===== src/rtl/adc_ctrl_pkg.sv =====
// Constants and types shared by the converter control front end.
// Assumes a single 50 MHz system clock; the serial clock is sampled.
package adc_ctrl_pkg;

    // =========================================================
    // Register file geometry
    localparam int REG_COUNT = 16;
    localparam int ADDR_W = 4;
    localparam int DATA_W = 16;
    localparam int RANGE_W = 15;

    // =========================================================
    // Serial frame layout
    localparam logic [4:0] FRAME_BITS = 5'h18;
    localparam logic [4:0] CMD_BITS = 5'h08;
    localparam logic [4:0] LAST_DATA_IDX = 5'h17;
    localparam int SHIFT_W = 24;
    localparam int WR_ADDR_LSB = 16;
    localparam int RD_ADDR_LSB = 1;

    // =========================================================
    // Register addresses, field positions and values after load
    localparam logic [3:0] ADDR_CTRL = 4'h0;
    localparam logic [3:0] ADDR_I_RANGE = 4'h3;
    localparam logic [3:0] ADDR_Q_RANGE = 4'hB;
    localparam int BIT_Q_DOWN = 10;
    localparam int BIT_I_DOWN = 11;
    localparam int BIT_PATTERN = 12;
    localparam logic [15:0] IMPL_MASK = 16'h7C0F;
    localparam logic [15:0] REG_RESET = 16'h0000;
    localparam logic [15:0] CTRL_DEFAULT = 16'h2000;
    localparam logic [15:0] RANGE_DEFAULT = 16'h4000;
    localparam logic [15:0] OTHER_DEFAULT = 16'h0000;
    localparam logic [14:0] RANGE_LOW_CODE = 15'h2000;
    localparam logic [14:0] RANGE_HIGH_CODE = 15'h6000;

    // =========================================================
    // Pin vector positions and widths
    localparam int PIN_W = 9;
    localparam int PIN_SEL = 0;
    localparam int PIN_Q_DOWN = 1;
    localparam int PIN_I_DOWN = 2;
    localparam int PIN_PATTERN = 3;
    localparam int PIN_RANGE = 4;
    localparam int PIN_CMS = 5;
    localparam int PIN_CSN = 6;
    localparam int PIN_SCK = 7;
    localparam int PIN_DIN = 8;
    localparam int PATTERN_LANES = 6;

    typedef enum logic [1:0] {SER_IDLE, SER_SHIFT, SER_HOLD} ser_state_t;

    // Value a register takes while pin control is selected
    function automatic logic [15:0] default_of(input logic [3:0] addr);
        logic [15:0] val;
        val = OTHER_DEFAULT;
        if (addr == ADDR_CTRL) begin
            val = CTRL_DEFAULT;
        end else if (addr == ADDR_I_RANGE || addr == ADDR_Q_RANGE) begin
            val = RANGE_DEFAULT;
        end
        return val;
    endfunction

endpackage


===== src/rtl/regs_if.sv =====
// Carrier between the serial engine and the register store.
// Assumes both ends run on the same system clock.
`timescale 1ns/100ps
`default_nettype none
interface regs_if;
    import adc_ctrl_pkg::*;
    logic load_defaults;
    logic wr_en;
    logic [ADDR_W-1:0] wr_addr;
    logic [DATA_W-1:0] wr_data;
    logic [ADDR_W-1:0] rd_addr;
    logic [DATA_W-1:0] rd_data;
    logic [DATA_W-1:0] ctrl_word;
    logic [RANGE_W-1:0] i_range;
    logic [RANGE_W-1:0] q_range;

    modport engine (output load_defaults, wr_en, wr_addr, wr_data, rd_addr,
        input rd_data, ctrl_word, i_range, q_range);
    modport store (input load_defaults, wr_en, wr_addr, wr_data, rd_addr,
        output rd_data, ctrl_word, i_range, q_range);
endinterface
`default_nettype wire


===== src/rtl/reg_store.sv =====
// Sixteen 16-bit control registers held in flip-flops.
// Assumes writes arrive as one-cycle strobes on the system clock.
`timescale 1ns/100ps
`default_nettype none
module reg_store
    import adc_ctrl_pkg::*;
(
    // Clock and reset
    input wire logic mclk_in,
    input wire logic rst_in,
    // Register access
    regs_if.store rf
);

    logic [DATA_W-1:0] regs_ff [REG_COUNT];
    logic [DATA_W-1:0] nxt_regs [REG_COUNT];

    // =========================================================
    // Next register contents
    // defaults while pin control
    always_comb begin
        for (int k = 0; k < REG_COUNT; k++) begin
            nxt_regs[k] = regs_ff[k];
            if (rf.load_defaults) begin
                nxt_regs[k] = default_of(ADDR_W'(k));
            end else if (rf.wr_en && rf.wr_addr == ADDR_W'(k) && IMPL_MASK[k]) begin
                nxt_regs[k] = rf.wr_data;
            end
        end
    end

    always_ff @(posedge mclk_in or posedge rst_in) begin
        if (rst_in) begin
            for (int k = 0; k < REG_COUNT; k++) begin
                regs_ff[k] <= REG_RESET;
            end
        end else begin
            regs_ff <= nxt_regs;
        end
    end

    // =========================================================
    // Read port and steering fields
    // unimplemented reads zero
    assign rf.rd_data = IMPL_MASK[rf.rd_addr] ? regs_ff[rf.rd_addr] : '0;
    assign rf.ctrl_word = regs_ff[ADDR_CTRL];
    assign rf.i_range = regs_ff[ADDR_I_RANGE][RANGE_W-1:0];
    assign rf.q_range = regs_ff[ADDR_Q_RANGE][RANGE_W-1:0];

endmodule
`default_nettype wire


===== src/rtl/adc_serial_control_port.sv =====
// Control front end: static pin decode plus 24-bit serial register port.
// Assumes all pins are asynchronous to mclk_in and the serial clock is
// far slower than mclk_in, so its edges are found by sampling.
`timescale 1ns/100ps
`default_nettype none
module adc_serial_control_port
    import adc_ctrl_pkg::*;
(
    // Clock and reset
    input wire logic mclk_in,
    input wire logic rst_in,
    // Static control pins; select high means pin control
    input wire logic pin_control_select_n_in,
    input wire logic q_chan_powerdown_in,
    input wire logic i_chan_powerdown_in,
    input wire logic test_pattern_select_in,
    input wire logic range_select_in,
    input wire logic common_mode_select_in,
    // Serial port
    input wire logic serial_select_n_in,
    input wire logic serial_clk_in,
    input wire logic serial_in_in,
    output logic serial_out_out,
    output logic serial_out_oe_out,
    // Decoded controls
    output logic extended_control_out,
    output logic q_powered_down_out,
    output logic i_powered_down_out,
    output logic test_pattern_out,
    output logic [PATTERN_LANES-1:0] pattern_route_out,
    output logic [RANGE_W-1:0] i_range_out,
    output logic [RANGE_W-1:0] q_range_out,
    output logic common_mode_high_out
);

    regs_if rf ();

    // =========================================================
    // Pin synchronisers
    logic [PIN_W-1:0] pins_raw;
    logic [PIN_W-1:0] meta_ff;
    logic [PIN_W-1:0] sync_ff;
    logic sclk_prev_ff;

    assign pins_raw[PIN_SEL] = pin_control_select_n_in;
    assign pins_raw[PIN_Q_DOWN] = q_chan_powerdown_in;
    assign pins_raw[PIN_I_DOWN] = i_chan_powerdown_in;
    assign pins_raw[PIN_PATTERN] = test_pattern_select_in;
    assign pins_raw[PIN_RANGE] = range_select_in;
    assign pins_raw[PIN_CMS] = common_mode_select_in;
    assign pins_raw[PIN_CSN] = serial_select_n_in;
    assign pins_raw[PIN_SCK] = serial_clk_in;
    assign pins_raw[PIN_DIN] = serial_in_in;

    // Two stages; only the second stage is read
    always_ff @(posedge mclk_in or posedge rst_in) begin
        if (rst_in) begin
            meta_ff <= '0;
            sync_ff <= '0;
            sclk_prev_ff <= 1'b0;
        end else begin
            meta_ff <= pins_raw;
            sync_ff <= meta_ff;
            sclk_prev_ff <= sync_ff[PIN_SCK];
        end
    end

    logic pin_ctrl;
    logic cs_high;
    logic din_s;
    logic sck_rise;
    logic sck_fall;

    // Synchronised views and serial clock edges
    assign pin_ctrl = sync_ff[PIN_SEL];
    assign cs_high = sync_ff[PIN_CSN];
    assign din_s = sync_ff[PIN_DIN];
    assign sck_rise = sync_ff[PIN_SCK] & ~sclk_prev_ff;
    assign sck_fall = ~sync_ff[PIN_SCK] & sclk_prev_ff;

    // =========================================================
    // Serial engine
    ser_state_t state_ff;
    ser_state_t nxt_state;
    logic [4:0] cnt_ff;
    logic [4:0] nxt_cnt;
    logic [SHIFT_W-1:0] sh_ff;
    logic [SHIFT_W-1:0] nxt_sh;
    logic [DATA_W-1:0] rdw_ff;
    logic [DATA_W-1:0] nxt_rdw;
    logic rw_ff;
    logic nxt_rw;
    logic dout_ff;
    logic nxt_dout;
    logic oe_ff;
    logic nxt_oe;
    logic wr_en;

    // Next state of the serial engine
    always_comb begin
        nxt_state = state_ff;
        nxt_cnt = cnt_ff;
        nxt_sh = sh_ff;
        nxt_rdw = rdw_ff;
        nxt_rw = rw_ff;
        nxt_dout = dout_ff;
        nxt_oe = oe_ff;
        wr_en = 1'b0;
        if (pin_ctrl || cs_high) begin
            nxt_state = SER_IDLE;
            nxt_cnt = '0;
            nxt_sh = '0;
            nxt_rw = 1'b0;
            nxt_dout = 1'b0;
            nxt_oe = 1'b0;
        end else begin
            unique case (state_ff)
                SER_IDLE: begin
                    nxt_state = SER_SHIFT;
                end
                SER_SHIFT: begin
                    if (sck_rise) begin
                        nxt_sh = {sh_ff[SHIFT_W-2:0], din_s};
                        nxt_cnt = cnt_ff + 5'h01;
                        if (cnt_ff == '0) begin
                            nxt_rw = din_s;
                        end
                        if (cnt_ff == FRAME_BITS - 5'h01) begin
                            nxt_state = SER_HOLD;
                            wr_en = ~rw_ff;
                        end
                    end
                    if (sck_fall && rw_ff && cnt_ff >= CMD_BITS) begin
                        nxt_oe = 1'b1;
                        if (cnt_ff == CMD_BITS) begin
                            nxt_rdw = rf.rd_data;
                            nxt_dout = rf.rd_data[DATA_W-1];
                        end else begin
                            nxt_dout = rdw_ff[4'(LAST_DATA_IDX - cnt_ff)];
                        end
                    end
                end
                // extra clocks ignored, last bit held
                SER_HOLD: begin
                    nxt_state = SER_HOLD;
                end
            endcase
        end
    end

    // Serial engine registers
    always_ff @(posedge mclk_in or posedge rst_in) begin
        if (rst_in) begin
            state_ff <= SER_IDLE;
            cnt_ff <= '0;
            sh_ff <= '0;
            rdw_ff <= '0;
            rw_ff <= 1'b0;
            dout_ff <= 1'b0;
            oe_ff <= 1'b0;
        end else begin
            state_ff <= nxt_state;
            cnt_ff <= nxt_cnt;
            sh_ff <= nxt_sh;
            rdw_ff <= nxt_rdw;
            rw_ff <= nxt_rw;
            dout_ff <= nxt_dout;
            oe_ff <= nxt_oe;
        end
    end

    // address and data fields of the frame
    assign rf.wr_en = wr_en;
    assign rf.wr_addr = sh_ff[WR_ADDR_LSB +: ADDR_W];
    assign rf.wr_data = {sh_ff[DATA_W-2:0], din_s};
    assign rf.rd_addr = sh_ff[RD_ADDR_LSB +: ADDR_W];
    assign rf.load_defaults = pin_ctrl;
    assign serial_out_out = dout_ff;
    assign serial_out_oe_out = oe_ff;

    reg_store u_store (
        .mclk_in(mclk_in),
        .rst_in(rst_in),
        .rf(rf)
    );

    // =========================================================
    // Control decode
    logic ext_mode;
    logic tp;
    logic ext_ff;
    logic qpd_ff;
    logic ipd_ff;
    logic tp_ff;
    logic cm_ff;
    logic [PATTERN_LANES-1:0] route_ff;
    logic [RANGE_W-1:0] irange_ff;
    logic [RANGE_W-1:0] qrange_ff;
    logic nxt_ext;
    logic nxt_qpd;
    logic nxt_ipd;
    logic nxt_tp;
    logic nxt_cm;
    logic [PATTERN_LANES-1:0] nxt_route;
    logic [RANGE_W-1:0] nxt_irange;
    logic [RANGE_W-1:0] nxt_qrange;

    // Next values of the decoded controls
    always_comb begin
        ext_mode = ~pin_ctrl;
        nxt_ext = ext_mode;
        // extended mode ORs in bit 10
        nxt_qpd = sync_ff[PIN_Q_DOWN] | (ext_mode & rf.ctrl_word[BIT_Q_DOWN]);
        // I follows only its own controls
        nxt_ipd = sync_ff[PIN_I_DOWN] | (ext_mode & rf.ctrl_word[BIT_I_DOWN]);
        tp = ext_mode ? rf.ctrl_word[BIT_PATTERN] : sync_ff[PIN_PATTERN];
        nxt_tp = tp;
        nxt_route = {PATTERN_LANES{tp}};
        if (ext_mode) begin
            nxt_irange = rf.i_range;
            nxt_qrange = rf.q_range;
        end else begin
            nxt_irange = sync_ff[PIN_RANGE] ? RANGE_HIGH_CODE : RANGE_LOW_CODE;
            nxt_qrange = nxt_irange;
        end
        nxt_cm = sync_ff[PIN_CMS];
    end

    // Decoded control registers
    always_ff @(posedge mclk_in or posedge rst_in) begin
        if (rst_in) begin
            ext_ff <= 1'b0;
            qpd_ff <= 1'b0;
            ipd_ff <= 1'b0;
            tp_ff <= 1'b0;
            cm_ff <= 1'b0;
            route_ff <= '0;
            irange_ff <= RANGE_LOW_CODE;
            qrange_ff <= RANGE_LOW_CODE;
        end else begin
            ext_ff <= nxt_ext;
            qpd_ff <= nxt_qpd;
            ipd_ff <= nxt_ipd;
            tp_ff <= nxt_tp;
            cm_ff <= nxt_cm;
            route_ff <= nxt_route;
            irange_ff <= nxt_irange;
            qrange_ff <= nxt_qrange;
        end
    end

    assign extended_control_out = ext_ff;
    assign q_powered_down_out = qpd_ff;
    assign i_powered_down_out = ipd_ff;
    assign test_pattern_out = tp_ff;
    assign pattern_route_out = route_ff;
    assign i_range_out = irange_ff;
    assign q_range_out = qrange_ff;
    assign common_mode_high_out = cm_ff;
endmodule
`default_nettype wire


===== config.mk =====
export PLATFORM = sky130hd
export DESIGN_NAME = adc_serial_control_port
export DESIGN_NICKNAME = d
export VERILOG_FILES = /design/src/rtl/adc_ctrl_pkg.sv /design/src/rtl/regs_if.sv /design/src/rtl/reg_store.sv /design/src/rtl/adc_serial_control_port.sv
export SDC_FILE = /design/constraint.sdc
export NUM_CORES = 1
export LEC_CHECK = 0
export ABC_CLOCK_PERIOD_IN_PS = 18500
export BUFFER_PORTS_ARGS = -buffer_cell sky130_fd_sc_hd__clkbuf_2
export CORE_MARGIN = 8
export CORE_UTILIZATION = 45
export CTS_CLUSTER_DIAMETER = 150
export DETAILED_ROUTE_END_ITERATION = 10
export GPL_TIMING_DRIVEN = 0
export PLACE_DENSITY_LB_ADDON = 0.08
export SYNTH_ARGS = -nofsm -noshare
export SYNTH_HDL_FRONTEND = slang
export SYNTH_SLANG_ARGS = --single-unit

===== constraint.sdc =====
create_clock -name mclk_in -period 18.5 [get_ports mclk_in]
set_clock_uncertainty 0.05 [all_clocks]
set_input_delay 1.85 -clock mclk_in [delete_from_list [all_inputs] [get_ports mclk_in]]
set_output_delay 1.85 -clock mclk_in [all_outputs]
set_load 0.01 [all_outputs]

==> impl_metrics.json <==
{
  "status": "complete, no violations",
  "ctsHoldBuffers": 0,
  "synth-edff-count": 0,
  "drt_iter0_drc": 808,
  "postCtsSetupRepairBufs": 0,
  "dieArea_mm2": 0.0292,
  "yosysMostFrequentCell": "nand2_1",
  "fin_cells": 1562,
  "synthCells": 1143,
  "clk_latency_ps": 530,
  "synth_nets": 1157,
  "netlist_area_mm2": 0.0108,
  "worstHoldPathType": "reg -> reg",
  "synth_area_leaders": "dfrtp_1, nand2_1, a21oi_1, mux4_2, clkbuf_1",
  "max_freq_ghz": 0.318,
  "antenna_found_initial": 0,
  "grt_usage_pct": 21.4,
  "syn_to_final_growth_pct": 14.3,
  "synthTopCellsByCount": "nand2_1, dfrtp_1, a21oi_1",
  "finish.net_count": 1240,
  "rows": 56,
  "fin_setup_tns_ps": 0,
  "wl_per_cell_um": 19.7,
  "post-route-util_pct": 52.5,
  "hold_viol_final": 0,
  "slew_headroom_pct": 39.5,
  "post-route-drc-count": 0,
  "hold_slack_ps": 296,
  "numCtsBuffers": 27,
  "critPathArrivalTime_ps": 1240,
  "period_minus_slack_ps": 3140,
  "synth_top_area_share_pct": 56.0,
  "endpoint_kind": "primary output",
  "drtPass1Iterations": 5,
  "ys_seq_elements": 244,
  "regArea_mm2": 0.00611,
  "cts-root-buf": "clkbuf_16",
  "crit_family": "flip-flops",
  "yosysTopAreaCell": "dfrtp_1",
  "drt-total-wl_mm": 30.8,
  "nFillCells": 2258,
  "grt_pass1_wl_mm": 48.0,
  "power_density_mw_per_mm2": 88.0,
  "syn-mean-instance-area_um2": 9.46,
  "cts_max_level": 1,
  "path_class": "reg -> out",
  "async_reset_ff_share_pct": 100,
  "power.leakage_nw": 5.14,
  "worstPathMaxFanout": 7,
  "grt_overflow": 0,
  "seq_area_frac_synth_pct": 56.5,
  "grt_pass1_vias": 8120,
  "cp_cell_sequence": "buf_4, clkbuf_2",
  "cts_resized": 0,
  "dp_cells": 1516,
  "yosysWarnings": 0,
  "ios": 54,
  "initial_core_util_pct": 45.9,
  "rsz0062_at_grt": "false",
  "hpwl_mm": 20.9,
  "antenna_cells": 0,
  "grt_max_degree": 127,
  "cts.sinks": 244,
  "cap_violations": 0,
  "tightest_slew_ps": 908,
  "drive_gt1_share_pct": 14.6,
  "clkTransAtPathRegs_ps": 60,
  "setup_viol": 0,
  "core_area_mm2": 0.0235,
  "slew_violations": 0,
  "worstPathRequired_ps": 16600,
  "place.port_buffers": 53,
  "multi_input_area_mm2": 0.00420,
  "dpl_cell_area_mm2": 0.0115,
  "die_w_um": 171,
  "gp_congestion": 0.859,
  "ys.flop_type": "dfrtp_1",
  "antenna_left": 0,
  "fin_crit_sh_pct": 17.0,
  "critPathLaunchType": "flop",
  "cpPeakStageDelay_ps": 440,
  "ys_types": 47,
  "peakVddDrop_v": 0.0000726,
  "vias": 8245,
  "final_area_mm2": 0.0124,
  "worstPathBufferInverterCount": 2,
  "cts_tree": "built",
  "viasPerCell": 5.28,
  "dieHeight_um": 171,
  "cts_buffer_depth": 3,
  "crit_path_top_delay_cell": "dfrtp_1"
}
flip-flops by register name (all words and copies together), names as in the netlist:
signal / flops
u_store.regs_ff: 98
serial_out_oe_out: 1
extended_control_out: 1
cnt_ff: 5
sync_ff: 9
sclk_prev_ff: 1
meta_ff: 9
rw_ff: 1
q_range_out: 15
rdw_ff: 16
q_powered_down_out: 1
i_range_out: 15
u_store.rf.q_range: 15
serial_out_out: 1
pattern_route_out: 1
common_mode_high_out: 1
state_ff: 2
u_store.rf.ctrl_word: 16
u_store.rf.i_range: 15
i_powered_down_out: 1
sh_ff: 20
where the power goes:
part	internal, mW	total (mW)	switching [mW]	leakage, nW
Combinational	0.00615	0.0315	0.0253	1.40
Clock	0.304	0.517	0.212	0.413
Sequential	0.537	0.539	0.00175	3.33
path summary, 6_finish.rpt:
kind                                           startpoint                          endpoint  slack [ps]  cells past startpoint
min reg2reg                          meta_ff[5]$_DFF_PP0_              sync_ff[5]$_DFF_PP0_         300                      0
min                                  meta_ff[5]$_DFF_PP0_              sync_ff[5]$_DFF_PP0_         300                      0
min in group asynchronous                          rst_in              sync_ff[5]$_DFF_PP0_        1370                      2
max reg2reg                       state_ff[1]$_DFFE_PP0P_  u_store.regs_ff[216]$_DFFE_PP0P_       15860                      8
max in group asynchronous                          rst_in          q_range_out[7]$_DFF_PP0_       15910                      3
max                        pattern_route_out[0]$_DFF_PP0_              pattern_route_out[4]       15360                      2
cell type report:
class	instances	share of cell area, %
multi-input cells	787	34.0
inverters	9	0.334
plain buffers	103	3.79
repair buffers	54	2.37
flip-flops and latches	244	49.4
well taps	319	3.23
clock inverters	7	0.526
clock buffers	39	6.32
per-layer routing:
| metal | track usage [%] | vias to the layer above | share of wire (%) |
|---|---|---|---|
| li1 | - | 3917 | - |
| met1 | 30.4 | 4056 | 46 |
| met2 | 33.4 | 229 | 45 |
| met3 | 3.76 | 43 | 5.5 |
| met4 | 6.09 | 0 | 3.0 |
| met5 | 0 | - | 0 |
cell families after synthesis:
kind of cell	synth area share [%]
DFF	56.5
buffers and inverters	4.64
xor gates and xnor gates	0.243
and+or+nand+nor	19.5
AOI/OAI and AO/OA	11.2
adders and majority gates	0.347
muxes	7.57
placed cells by master, fill, tap and decap left out, drive strengths merged, types with 18 or more instances in the layout:
master	synthesis	final
dfrtp	242	242
a21oi	164	164
nand2	388	388
clkbuf	66	158
mux2	18	18
buf	37	38
mux4	19	19
mux2i	18	18
nor2b	30	30
nor2	48	48
through the flow:
stage               total power, mW  setup slack [ps]
CTS                            1.10             15330
global route                   1.12             15310
finish                         1.09             15360
global placement              0.581              6830
floorplan                     0.568              9900
detailed placement            0.581             15240
Power figures use the tool's default switching activity.
